## src/mscs_consts.svh

```systemverilog
// Offsets, field positions, reset values and fixed figures.
// Assumes inclusion by bare name from the engine and bench files.
`ifndef MSCS_CONSTS_SVH
`define MSCS_CONSTS_SVH

// ****************************************
// Register byte offsets
// ****************************************
`define MSCS_OFF_CTRL 8'h00
`define MSCS_OFF_STATUS 8'h04
`define MSCS_OFF_ABASE 8'h08
`define MSCS_OFF_ALEN 8'h0C
`define MSCS_OFF_BBASE 8'h10
`define MSCS_OFF_BLEN 8'h14
`define MSCS_OFF_CBASE 8'h18
`define MSCS_OFF_IDXA 8'h1C
`define MSCS_OFF_IDXB 8'h20
`define MSCS_OFF_THRLO 8'h24
`define MSCS_OFF_THRHI 8'h28
`define MSCS_OFF_DFLO 8'h2C
`define MSCS_OFF_DFHI 8'h30

// ****************************************
// Control fields and illegal operation code
// ****************************************
`define MSCS_CTRL_START 0
`define MSCS_CTRL_OP 1
`define MSCS_CTRL_LT 3
`define MSCS_CTRL_NOINC_A 5
`define MSCS_CTRL_NOINC_B 6
`define MSCS_CTRL_MASK_OFF 7
`define MSCS_OP_ILLEGAL 2'h3

// ****************************************
// Data flag bits
// ****************************************
`define MSCS_DF_NOSEL 37
`define MSCS_DF_EQ 53
`define MSCS_DF_GT 54
`define MSCS_DF_LT 55
`define MSCS_RES_EQ 3'h1
`define MSCS_RES_GT 3'h2
`define MSCS_RES_LT 3'h4

// ****************************************
// Data figures
// ****************************************
`define MSCS_BLANK 8'h20
`define MSCS_WORD_SHIFT 2'h3
`define MSCS_BYTE_SHIFT 2'h0
`define MSCS_ONES 64'hFFFF_FFFF_FFFF_FFFF
`define MSCS_RST_WORD 32'h0000_0000

`endif

```

## src/mscs_pkg.sv

```systemverilog
// Types shared by the compare and search engine and its bench.
// Assumes mscs_consts.svh is on the include path.
package mscs_pkg;

  // ****************************************
  // Enumerations
  // ****************************************
  typedef enum logic [4:0] {
    st_idle = 5'h01,
    st_rd_a = 5'h02,
    st_rd_b = 5'h04,
    st_rd_c = 5'h08,
    st_eval = 5'h10
  } mscs_fsm_t;

  typedef enum logic [1:0] {
    op_masked_field_compare = 2'h0,
    op_masked_key_search_byte = 2'h1,
    op_masked_key_search_word = 2'h2
  } mscs_op_t;

  typedef enum logic [1:0] {
    lt_length = 2'h0,
    lt_delim8 = 2'h1,
    lt_delim16 = 2'h2
  } mscs_lt_t;

  // ****************************************
  // Whole state of the engine
  // ****************************************
  typedef struct packed {
    mscs_fsm_t st;
    logic pready;
    logic pslverr;
    logic [31:0] prdata;
    logic req;
    logic [31:0] addr;
    mscs_op_t op;
    mscs_lt_t lt;
    logic noinc_a;
    logic noinc_b;
    logic mask_off;
    logic [31:0] abase;
    logic [31:0] alen;
    logic [31:0] bbase;
    logic [31:0] blen;
    logic [31:0] cbase;
    logic [31:0] idx_a;
    logic [31:0] idx_b;
    logic [47:0] thr;
    logic [63:0] dflag;
    logic [31:0] cnt;
    logic [31:0] k;
    logic [31:0] a0;
    logic [31:0] b0;
    logic [47:0] diff;
    logic [63:0] ra;
    logic [63:0] rb;
    logic [63:0] rc;
    logic [7:0] pa;
    logic [7:0] pb;
    logic a_end;
    logic b_end;
    logic scan;
    logic done;
    logic fin;
  } mscs_regs_t;

endpackage

```

## src/mscs_cmp_if.sv

```systemverilog
// Operand and result wires between engine and compare unit.
// Assumes both ends run on the same clock.
`timescale 1ns/1ps
interface mscs_cmp_if;
  logic [63:0] a;
  logic [63:0] b;
  logic [63:0] m;
  logic neq;
  logic gt;
  modport src (output a, output b, output m, input neq, input gt);
  modport unit (input a, input b, input m, output neq, output gt);
endinterface

```

## src/mscs_cmp.sv

```systemverilog
// Masked compare of two operands, unsigned ordering.
// Assumes unused upper operand bits are zero.
`timescale 1ns/1ps
module mscs_cmp (
  // Operands and results
  mscs_cmp_if.unit cif
);
  // ****************************************
  // Masked compare
  // ****************************************
  assign cif.neq = |((cif.a ^ cif.b) & cif.m);
  assign cif.gt = (cif.a & cif.m) > (cif.b & cif.m);
endmodule

```

## src/mscs_engine.sv

```systemverilog
// Masked field compare and masked key search engine with APB registers.
// Assumes a same-clock memory read port returning the addressed byte
// in the low bits, or the whole word in word mode.
//
// What this block does
// - Unequal end advances enabled source indexes by compares done before it.
// - Both fields exhausted means equal; enabled indexes advance by lengths.
// - Delimited fields are scanned so each index reaches the next field.
// - One length type governs both source fields.
// - Control bits 5 and 6 freeze source indexes in compare only; search always moves the first index; mask index never moves.
// - Compare sets exactly one of flags 53, 54, 55 before ending.
// - Search compares key bytes in order; whole key within limit matches.
// - Failed attempt restarts key one byte further along the reference.
// - At most reference minus key plus one attempts; none sets flag 37.
// - Reference index grows per failed attempt, or by full length.
// - Zero mask bits always match; mask aligns with the key.
// - Search mask designator zero uses an all-ones mask.
// - Threshold comes from a 48-bit value, positive only meaningful.
// - Attempt fails only past threshold differences; count restarts each.
// - Shorter length-type field padded with blanks; stop on inequality, end, delimiter.
// - Compare without mask field uses ones until termination.
// - Word search compares masked words, counts and steps in words.
`timescale 1ns/1ps
`include "mscs_consts.svh"
module mscs_engine (
  // Clock and reset
  input logic clk,
  input logic rstn,
  // APB slave
  input logic psel,
  input logic penable,
  input logic pwrite,
  input logic [31:0] paddr,
  input logic [31:0] pwdata,
  output logic [31:0] prdata,
  output logic pready,
  output logic pslverr,
  // Memory read port
  output logic mem_req,
  output logic [31:0] mem_addr,
  input logic [63:0] mem_rdata,
  input logic mem_ack
);
  import mscs_pkg::*;

  localparam mscs_regs_t rst_v = '{st: st_idle, op: op_masked_field_compare,
    lt: lt_length, default: '0};

  mscs_regs_t q;
  mscs_regs_t d;
  mscs_cmp_if cif ();
  logic srch;
  logic word;
  logic [1:0] sh;
  logic [63:0] opa;
  logic [63:0] opb;
  logic [63:0] opm;

  // ****************************************
  // Operand steering
  // ****************************************
  assign srch = q.op != op_masked_field_compare;
  assign word = q.op == op_masked_key_search_word;
  assign sh = word ? `MSCS_WORD_SHIFT : `MSCS_BYTE_SHIFT;
  assign opa = word ? q.ra : {56'h0, q.ra[7:0]};
  assign opb = word ? q.rb : {56'h0, q.rb[7:0]};
  assign opm = q.mask_off ? `MSCS_ONES :
    (word ? q.rc : {56'h0, q.rc[7:0]});
  assign cif.a = opa;
  assign cif.b = opb;
  assign cif.m = opm;

  mscs_cmp u_cmp (
    .cif (cif.unit)
  );

  // ****************************************
  // Next state
  // ****************************************
  always_comb begin
    logic wr;
    logic a_done;
    logic b_done;
    logic del_a;
    logic del_b;
    logic [47:0] diffn;
    logic [31:0] a_addr;
    logic [31:0] b_addr;
    logic [31:0] c_addr;
    wr = psel & penable & pwrite & q.pready & ~q.pslverr;
    a_done = q.a_end | (~srch & q.lt == lt_length & q.cnt >= q.alen);
    b_done = q.b_end | (~srch & q.lt == lt_length & q.cnt >= q.blen);
    del_a = 1'b0;
    del_b = 1'b0;
    diffn = q.diff + {47'h0, cif.neq};
    a_addr = q.abase + ((q.a0 + q.k + q.cnt) << sh);
    b_addr = q.bbase + ((q.b0 + q.cnt) << sh);
    c_addr = q.cbase + (q.cnt << sh);
    d = q;
    d.fin = 1'b0;
    d.pready = psel & penable & ~q.pready;
    if (psel & penable & ~q.pready) begin
      d.pslverr = 1'b0;
      unique case (paddr[7:0])
        `MSCS_OFF_CTRL: d.prdata = {24'h0, q.mask_off, q.noinc_b, q.noinc_a,
          q.lt, q.op, 1'b0};
        `MSCS_OFF_STATUS: d.prdata = {30'h0, q.done, q.st != st_idle};
        `MSCS_OFF_ABASE: d.prdata = q.abase;
        `MSCS_OFF_ALEN: d.prdata = q.alen;
        `MSCS_OFF_BBASE: d.prdata = q.bbase;
        `MSCS_OFF_BLEN: d.prdata = q.blen;
        `MSCS_OFF_CBASE: d.prdata = q.cbase;
        `MSCS_OFF_IDXA: d.prdata = q.idx_a;
        `MSCS_OFF_IDXB: d.prdata = q.idx_b;
        `MSCS_OFF_THRLO: d.prdata = q.thr[31:0];
        `MSCS_OFF_THRHI: d.prdata = {16'h0, q.thr[47:32]};
        `MSCS_OFF_DFLO: d.prdata = q.dflag[31:0];
        `MSCS_OFF_DFHI: d.prdata = q.dflag[63:32];
        default: begin
          d.prdata = `MSCS_RST_WORD;
          d.pslverr = 1'b1;
        end
      endcase
    end else begin
      d.prdata = `MSCS_RST_WORD;
      d.pslverr = 1'b0;
    end
    if (wr) begin
      unique case (paddr[7:0])
        `MSCS_OFF_CTRL: begin
          if (q.st == st_idle) begin
            d.op = mscs_op_t'(pwdata[`MSCS_CTRL_OP +: 2]);
            d.lt = mscs_lt_t'(pwdata[`MSCS_CTRL_LT +: 2]);
            d.noinc_a = pwdata[`MSCS_CTRL_NOINC_A];
            d.noinc_b = pwdata[`MSCS_CTRL_NOINC_B];
            d.mask_off = pwdata[`MSCS_CTRL_MASK_OFF];
            if (pwdata[`MSCS_CTRL_START] &&
                pwdata[`MSCS_CTRL_OP +: 2] != `MSCS_OP_ILLEGAL) begin
              d.st = st_rd_a;
              d.a0 = q.idx_a;
              d.b0 = q.idx_b;
              d.cnt = `MSCS_RST_WORD;
              d.k = `MSCS_RST_WORD;
              d.diff = 48'h0;
              d.a_end = 1'b0;
              d.b_end = 1'b0;
              d.scan = 1'b0;
              d.done = 1'b0;
              d.pa = 8'h00;
              d.pb = 8'h00;
            end
          end
        end
        `MSCS_OFF_ABASE: d.abase = pwdata;
        `MSCS_OFF_ALEN: d.alen = pwdata;
        `MSCS_OFF_BBASE: d.bbase = pwdata;
        `MSCS_OFF_BLEN: d.blen = pwdata;
        `MSCS_OFF_CBASE: d.cbase = pwdata;
        `MSCS_OFF_IDXA: d.idx_a = pwdata;
        `MSCS_OFF_IDXB: d.idx_b = pwdata;
        `MSCS_OFF_THRLO: d.thr[31:0] = pwdata;
        `MSCS_OFF_THRHI: d.thr[47:32] = pwdata[15:0];
        `MSCS_OFF_DFLO: d.dflag[31:0] = pwdata;
        `MSCS_OFF_DFHI: d.dflag[63:32] = pwdata;
        default: d.prdata = d.prdata;
      endcase
    end
    unique case (q.st)
      st_idle: d.req = 1'b0;
      st_rd_a: begin
        if (a_done) begin
          d.ra = {56'h0, `MSCS_BLANK};
          d.st = st_rd_b;
        end else if (!q.req) begin
          d.req = 1'b1;
          d.addr = a_addr;
        end else if (mem_ack) begin
          d.req = 1'b0;
          d.ra = mem_rdata;
          d.st = st_rd_b;
        end
      end
      st_rd_b: begin
        if (b_done) begin
          d.rb = {56'h0, `MSCS_BLANK};
          d.st = st_rd_c;
        end else if (!q.req) begin
          d.req = 1'b1;
          d.addr = b_addr;
        end else if (mem_ack) begin
          d.req = 1'b0;
          d.rb = mem_rdata;
          d.st = st_rd_c;
        end
      end
      st_rd_c: begin
        if (q.mask_off | q.scan) begin
          d.st = st_eval;
        end else if (!q.req) begin
          d.req = 1'b1;
          d.addr = c_addr;
        end else if (mem_ack) begin
          d.req = 1'b0;
          d.rc = mem_rdata;
          d.st = st_eval;
        end
      end
      st_eval: begin
        d.st = st_rd_a;
        if (srch) begin
          if (cif.neq && diffn > q.thr) begin
            if (q.k == q.alen - q.blen) begin
              d.dflag[`MSCS_DF_NOSEL] = 1'b1;
              d.idx_a = q.a0 + q.alen;
              d.st = st_idle;
              d.fin = 1'b1;
              d.done = 1'b1;
            end else begin
              d.k = q.k + 32'h0000_0001;
              d.cnt = `MSCS_RST_WORD;
              d.diff = 48'h0;
            end
          end else if (q.cnt + 32'h0000_0001 == q.blen) begin
            d.idx_a = q.a0 + q.k;
            d.st = st_idle;
            d.fin = 1'b1;
            d.done = 1'b1;
          end else begin
            d.cnt = q.cnt + 32'h0000_0001;
            d.diff = diffn;
          end
        end else begin
          if (!q.a_end && q.lt == lt_delim8) begin
            del_a = q.ra[7:0] == q.alen[7:0];
          end else if (!q.a_end && q.lt == lt_delim16) begin
            del_a = q.cnt != 0 && {q.pa, q.ra[7:0]} == q.alen[15:0];
          end
          if (!q.b_end && q.lt == lt_delim8) begin
            del_b = q.rb[7:0] == q.blen[7:0];
          end else if (!q.b_end && q.lt == lt_delim16) begin
            del_b = q.cnt != 0 && {q.pb, q.rb[7:0]} == q.blen[15:0];
          end
          d.pa = q.ra[7:0];
          d.pb = q.rb[7:0];
          if (del_a) begin
            d.a_end = 1'b1;
            if (!q.noinc_a) d.idx_a = q.a0 + q.cnt + 32'h0000_0001;
          end
          if (del_b) begin
            d.b_end = 1'b1;
            if (!q.noinc_b) d.idx_b = q.b0 + q.cnt + 32'h0000_0001;
          end
          if (q.scan | del_a | del_b) begin
            d.scan = 1'b1;
            if ((q.a_end | del_a) & (q.b_end | del_b)) begin
              d.dflag[`MSCS_DF_LT:`MSCS_DF_EQ] = `MSCS_RES_EQ;
              d.st = st_idle;
              d.fin = 1'b1;
              d.done = 1'b1;
            end else begin
              d.cnt = q.cnt + 32'h0000_0001;
            end
          end else if (a_done & b_done) begin
            if (!q.noinc_a) d.idx_a = q.a0 + q.alen;
            if (!q.noinc_b) d.idx_b = q.b0 + q.blen;
            d.dflag[`MSCS_DF_LT:`MSCS_DF_EQ] = `MSCS_RES_EQ;
            d.st = st_idle;
            d.fin = 1'b1;
            d.done = 1'b1;
          end else if (cif.neq) begin
            if (!q.noinc_a) d.idx_a = q.a0 + q.cnt;
            if (!q.noinc_b) d.idx_b = q.b0 + q.cnt;
            d.dflag[`MSCS_DF_LT:`MSCS_DF_EQ] = cif.gt ?
              `MSCS_RES_GT : `MSCS_RES_LT;
            d.st = st_idle;
            d.fin = 1'b1;
            d.done = 1'b1;
          end else begin
            d.cnt = q.cnt + 32'h0000_0001;
          end
        end
      end
    endcase
  end

  // ****************************************
  // State register
  // ****************************************
  always_ff @(posedge clk) begin
    if (!rstn) begin
      q <= rst_v;
    end else begin
      q <= d;
    end
  end

  assign prdata = q.prdata;
  assign pready = q.pready;
  assign pslverr = q.pslverr;
  assign mem_req = q.req;
  assign mem_addr = q.addr;
endmodule

```

## config.mk

```make
export PLATFORM = sky130hd
export DESIGN_NAME = mscs_engine
export DESIGN_NICKNAME = d
export VERILOG_FILES = /design/src/mscs_pkg.sv /design/src/mscs_cmp_if.sv /design/src/mscs_cmp.sv /design/src/mscs_engine.sv
export VERILOG_INCLUDE_DIRS = /design/src
export SDC_FILE = /design/constraint.sdc
export NUM_CORES = 2
export LEC_CHECK = 0
export BUFFER_PORTS_ARGS = -buffer_cell sky130_fd_sc_hd__clkbuf_2
export CORE_MARGIN = 1
export CORE_UTILIZATION = 43
export DETAILED_ROUTE_END_ITERATION = 8
export GPL_TIMING_DRIVEN = 0
export MAX_ROUTING_LAYER = met4
export PLACE_DENSITY_LB_ADDON = 0.05
export SYNTH_ARGS = -nofsm -noshare
export SYNTH_HDL_FRONTEND = slang
export SYNTH_SLANG_ARGS = --single-unit
```

## constraint.sdc

```tcl
create_clock -name clk -period 8.3 [get_ports clk]
set_input_delay 1.66 -clock clk [delete_from_list [all_inputs] [get_ports clk]]
set_output_delay 1.66 -clock clk [all_outputs]
set_load 0.05 [all_outputs]
```

Word level (Yosys, flattened, before mapping):

Cells that the tools add are included.

* add/subtract/negate cells: 15
* order comparisons: 4
* eq/ne operators: 34
* shift-type cells: 3
* mux-type cells: 122
* bitwise gates (word level): 25
* reductions and logical operators: 39

Operator list (number)
* $mux W32: 30
* $mux W64: 14
* $mux W176: 3
* $pmux W32 S13: 1
* $mux W352: 1
* $add A32 B32 Y32: 9
* $mux W48: 5
* $and A64 B64 Y64: 3
* $add A32 B1 Y32 const B: 4
* $mux W33: 3
* $pmux W32 S3: 1
* $shl A32 B2 Y32: 3
* $mux W20: 4
* $mux W5: 16
* $eq A32 B32 Y1: 2
* $ge A32 B32 Y1: 2
* $gt A64 B64 Y1: 1
* $reduce_or A64 Y1: 1
* $xor A64 B64 Y64: 1
* $add A48 B1 Y48: 1
* $gt A48 B48 Y1: 1
* $eq A8 B6 Y1 const B: 5
* $eq A16 B16 Y1: 2
* $eq A8 B5 Y1 const B: 4
* 37 further kinds: 125

* register bits after elaboration: 803
* input port bits: 134
* output and inout bits: 67
* logic and storage cells: 279

Longest topological paths before layout:

* depth in word-level cells: 14
* depth in mapped cells: 36
* depth with buffers taken out: 32

Cells and area by module:

From an unflattened synthesis, not the netlist that was laid out.

* cell total of the unflattened synthesis: 8736
* area, all modules: 64237.9 um^2

By module, submodules not included
* mscs_engine: times used 1, cells each 8337, area an instance 61346.3 um^2, sequential area each 16075.4 um^2
* mscs_cmp: times used 1, cells each 399, area an instance 2891.5 um^2, sequential area each 0.0 um^2

Least setup slack after synthesis:

Ideal clock, no wire load.

* kind: register to register
* start: register q[730] (netlist bit)
* end: register q[382] (netlist bit)
* library setup time: 0.079 ns
* arrival: 6.494 ns
* required time: 8.221 ns
* slack: 1.726 ns
* stages on the path, launching flop included: 33
* cell sequence: dfxtp_1 > nand2b_1 > buf_2 > buf_2 > nor2_1 > a2111oi_0 > nand4_1 > nor4_1 > inv_1 > clkbuf_1 > ha_1 > ha_1 > and2_0 > and4_1 > nand2_1 > nor2_1 > nand3_1 > nor2_1 > and4_1 > nand4_1 > xnor2_1 > ha_1 > nand3_1 > nor3_1 > nand4_1 > nor4_1 > nor2_1 > o21a_1 > clkbuf_1 > nor3_2 > nor2_1 > o211a_1 > a211oi_2

* cells in the longest elaborated chain, start to end: 11
* elaborated cells between the ends (all ways): 25
* those cells by class: 1 x add/sub; 1 x order compare; 1 x eq/ne; 10 x mux; 9 x bitwise; 3 x reduce/logical

RTL lines
* from (decl): RTL line mscs_engine.sv:49 `mscs_regs_t q;`
* from (signal assigned): RTL line mscs_engine.sv:291 `q <= rst_v;`
* $eq A2 B2 Y1: RTL line mscs_engine.sv:63 `assign word = q.op == op_masked_key_search_word;`
* $mux W64 (on tied branches): RTL line mscs_engine.sv:65, mscs_engine.sv:66, mscs_engine.sv:68
* $xor A64 B64 Y64 or $mux W64 (tied branches): RTL line mscs_cmp.sv:11, mscs_engine.sv:67
* $and A64 B64 Y64: RTL line mscs_cmp.sv:11 `assign cif.neq = |((cif.a ^ cif.b) & cif.m);`
* $reduce_or A64 Y1: RTL line mscs_cmp.sv:11
* $add A48 B1 Y48: RTL line mscs_engine.sv:95 `diffn = q.diff + {47'h0, cif.neq};`
* $gt A48 B48 Y1: RTL line mscs_engine.sv:211 `if (cif.neq && diffn > q.thr) begin`
* $logic_and A1 B1 Y1: RTL line mscs_engine.sv:211
* $mux W32: RTL line mscs_engine.sv:211
* $mux W32 (*): RTL line mscs_engine.sv:210 `if (srch) begin`
* $mux W64 (*): RTL line mscs_engine.sv:168 `unique case (q.st)`

Every way passes the cells marked *; elsewhere a longest branch is shown, timed or not.
A chain may end at the register's enable or synchronous reset.

Worst setup path in the final report:

* start: register q[325] (netlist bit)
* end: register q (netlist bit mem_addr[30])

* cells in the longest elaborated chain, start to end: 7

RTL lines
* $add A32 B32 Y32 (2 in series): RTL line mscs_engine.sv:96 `a_addr = q.abase + ((q.a0 + q.k + q.cnt) << sh);`
* $shl A32 B2 Y32: RTL line mscs_engine.sv:96
* $add A32 B32 Y32: RTL line mscs_engine.sv:96
* $mux W32: RTL line mscs_engine.sv:174 `end else if (!q.req) begin`
* $mux W33: RTL line mscs_engine.sv:171 `if (a_done) begin`
* $pmux W32 S3: RTL line mscs_engine.sv:168

Every way passes these cells. The select of a mux whose other input is x is not followed.

==> key figures <==
Clocking
  – Root buf cell: clkbuf_16
  – Clk_lat worst skew: 0.78 ns
  – Clock Pin Slew Worst Setup and Hold Paths: 0.06 ns
  – H-tree depth: 3
  – TritonCTS clock tree: yes
  – Clk sinks: 803
  – Inserted Clock Buffers: 96
  – CTS Hold Buffers Added: 0
  – CTS max path bufs: 3

Floorplan
  – DIE AREA: 146,000 sq um
  – Core area: 143,000 sq um
  – Rows: 139
  – Starting Density: 0.433
  – I/O pin count: 201
  – Die extent in x: 382 microns
  – Die Height: 382 microns

STA
  – Final count of negative-setup-slack endpoints: 0
  – Final Cycle Share: 0.998
  – Setup ws final: 0.0151 ns
  – Worst slew margin: -0.200
  – Slew @ Worst Pin: 1.80 ns
  – Sum Neg Setup Slack: 0 ns
  – RSZ-0062 raised after global routing: yes
  – Slew Viols, Final: 202
  – Final hold violation count: 0
  – Max Clk Rate: 121 MHz
  – Worst hold slack: 0.455 ns
  – Tmin final: 8.28 ns
  – Setup Skew: 0.0414 ns

Setup path
  – Critical Path AT: 8.96 ns
  – Reg2reg path depth: 31
  – Worst setup EP type: flop
  – R2r startpoint: q[325]
  – CP Launch Type: flop
  – Worst Path Required: 8.97 ns
  – Crit Path Max Fanout: 5
  – Slowest CP cell: a2111o_1
  – RR Endpoint: mem_addr[30]
  – R2R Setup Slk: 0.02 ns
  – Type of the worst setup path: flop to flop
  – Critical path's most frequent cell: ha_1
  – Slowest stage delay, CP: 0.52 ns

Detailed routing
  – DR DRC count: 48
  – DR vias: 74.7k
  – WL final: 400 mm
  – Number of nets with antenna violations after routing: 0
  – Via-per-instance ratio: 6.92
  – DR pass1 iterations: 9
  – Routed WL per cell: 37.0 microns
  – First DRT Iteration DRCs: 12.6k

Min path
  – Hold path startpoint: q[48]
  – Hold Path Stages: 2
  – Worst Hold Class: flop to flop
  – Min-Delay Endpoint: q[48]

Global routing
  – Met3 GRT Util: 0.227
  – Initial antenna violation count: 47
  – Pin count of the biggest net entering global routing: 16
  – GRT busiest layer: met2
  – All-Layer GR Usage: 0.538
  – First-pass GRT wire length: 534 mm
  – GRT met1 Usage: 0.645
  – Number of global-route vias before repair: 66.4k
  – Remaining global-route overflow: 0
  – Met2 usage: 0.700

Power
  – Peak supply drop: 0.193 mV
  – LEAKAGE: 27.7 nW
  – Internal power: 6.67 mW
  – Total Power: 9.02 mW
  – Sequential Power Share: 0.427
  – P_sw: 2.35 mW
  – Pwr/cell area: 128 nW/um^2
  – Comb pwr share: 0.037
  – Clk pwr share: 0.536
  – Switch share: 0.260

Yosys
  – Top cells by count, synth: nand2_1, a21oi_1, dfxtp_1, nor2_1, ha_1
  – EDFF count, synth: 0
  – Post-synthesis instance area: 62,100 sq um
  – Primary FF master, synth: dfxtp_1
  – Asr flop ratio synth: 0
  – Cell taking the most area after synthesis: dfxtp_1
  – Mean Syn Cell Area: 7.34 sq um
  – Register area share after synthesis: 0.259
  – Ys Warns: 0
  – Top cells by area, synth: dfxtp_1, ha_1, nand2_1
  – Yosys top cell area share: 0.259
  – Synthesized Nets: 9,103
  – Most frequent cell after synthesis: nand2_1
  – Synth Register Bits: 803
  – Syn Inst Count: 8,466
  – Netlist cell types: 96

Finish
  – Non-Filler Instances: 10.8k
  – Share of cells above drive strength 1: 0.0756
  – Final core utilization: 0.490
  – Net count, final: 9,395
  – Post-route cell area: 70,200 sq um
  – P&R area growth vs syn: 13.1%
  – Layout fillers: 14.6k

Placement
  – Placed Cells incl. Taps: 10.5k
  – Post-DP HPWL: 319 mm
  – Placed cell areas: 65,500 sq um
  – DP Worst Slack: -4.12 ns
  – Number of port buffers: 159
  – GPL Wtd Cong: 1.20

Status
  – Status: finished with violations
  – Failing checks: DRC, capacitance limit, slew limit

Run
  – Max Cap Viol: 25
layer usage:
layer / vias to the layer above / routed length (microns)
li1: 31086 / -
met4: 0 / 38600
met2: 6083 / 151000
met5: - / 0
met1: 36023 / 149000
met3: 1535 / 60100
placed cells by master, fill, tap and decap left out, types with 102 or more instances in the layout:
cell type  instances
a21o_1           201
a221oi_1         109
nand3_1          188
o21ai_0          416
xor2_1           191
a22oi_1          170
ha_1             492
xnor2_1          331
nor3_1           146
nand2_1         1450
a21oi_1          899
clkbuf_2         183
inv_1            221
a31oi_1          102
nor2_1           675
dfxtp_1          801
clkbuf_1         432
critical path, delay by kind of cell (launching register included):
kind	cells	cell delay [ns]
compound gates	18	4.31
flops	1	0.42
xor+xnor	2	0.59
buf+inv	2	0.34
fa+ha+maj	4	1.50
simple gates	5	1.01
flip-flops by register name, indices dropped and copies added, names as in the netlist:
register,flops
pslverr,1
pready,1
prdata,32
mem_req,1
mem_addr,32
q,736
power groups by stage:
stage               sequential [mW]  clock, mW  combinational [mW]
floorplan                      3.94          0              0.0866
global placement               3.94          0               0.292
detailed placement             3.94          0               0.295
CTS                            3.85       4.79               0.297
global route                   3.85       4.94               0.309
finish                         3.85       4.84               0.330
cells by family (layout without fill, tap and decap cells):
kind of cell    count (synthesis)  after routing  share of synthesized area
flops                         803            803                      0.259
mux                            88             88                     0.0146
compound gates               2612           2612                      0.271
simple gates                 3117           3117                      0.223
buf+inv                       799           1170                     0.0529
other cells                     0             66                          0
fa+ha+maj                     503            503                      0.102
xor+xnor                      544            544                     0.0775
cell type report:
type,count,area (sq um),area share
inverter,223,837,0.0119
multi-input combinational,6864,43500,0.619
clock buffer,126,2700,0.0384
antenna,66,165,0.00235
tap,1903,2380,0.0339
buffer,574,2590,0.0369
sequential,803,16100,0.229
clock inverter,51,795,0.0113
timing repair buffer,196,1200,0.0172
worst max-delay path by stage:
stage                     slack [ns]            to  cells after the start  startpoint
after floorplan                 1.73        q[382]                     32      q[730]
after global placement         -6.43        q[800]                     31      q[730]
after detailed placement       -4.12        q[239]                     36      q[725]
after CTS                      -0.04  mem_addr[29]                     29      q[325]
after global routing           -0.09  mem_addr[30]                     32      q[325]
final                           0.02  mem_addr[30]                     31      q[325]
what timing repair did:
item | 4_1_cts | 5_1_grt
setup buffers | 11 | 10
pin swaps | 11 | 9
resized for setup | 129 | 68
hold endpoints to repair | 0 | 0
endpoints found under the setup margin | 154 | 151
No activity file was read; power rests on OpenSTA's default activity.
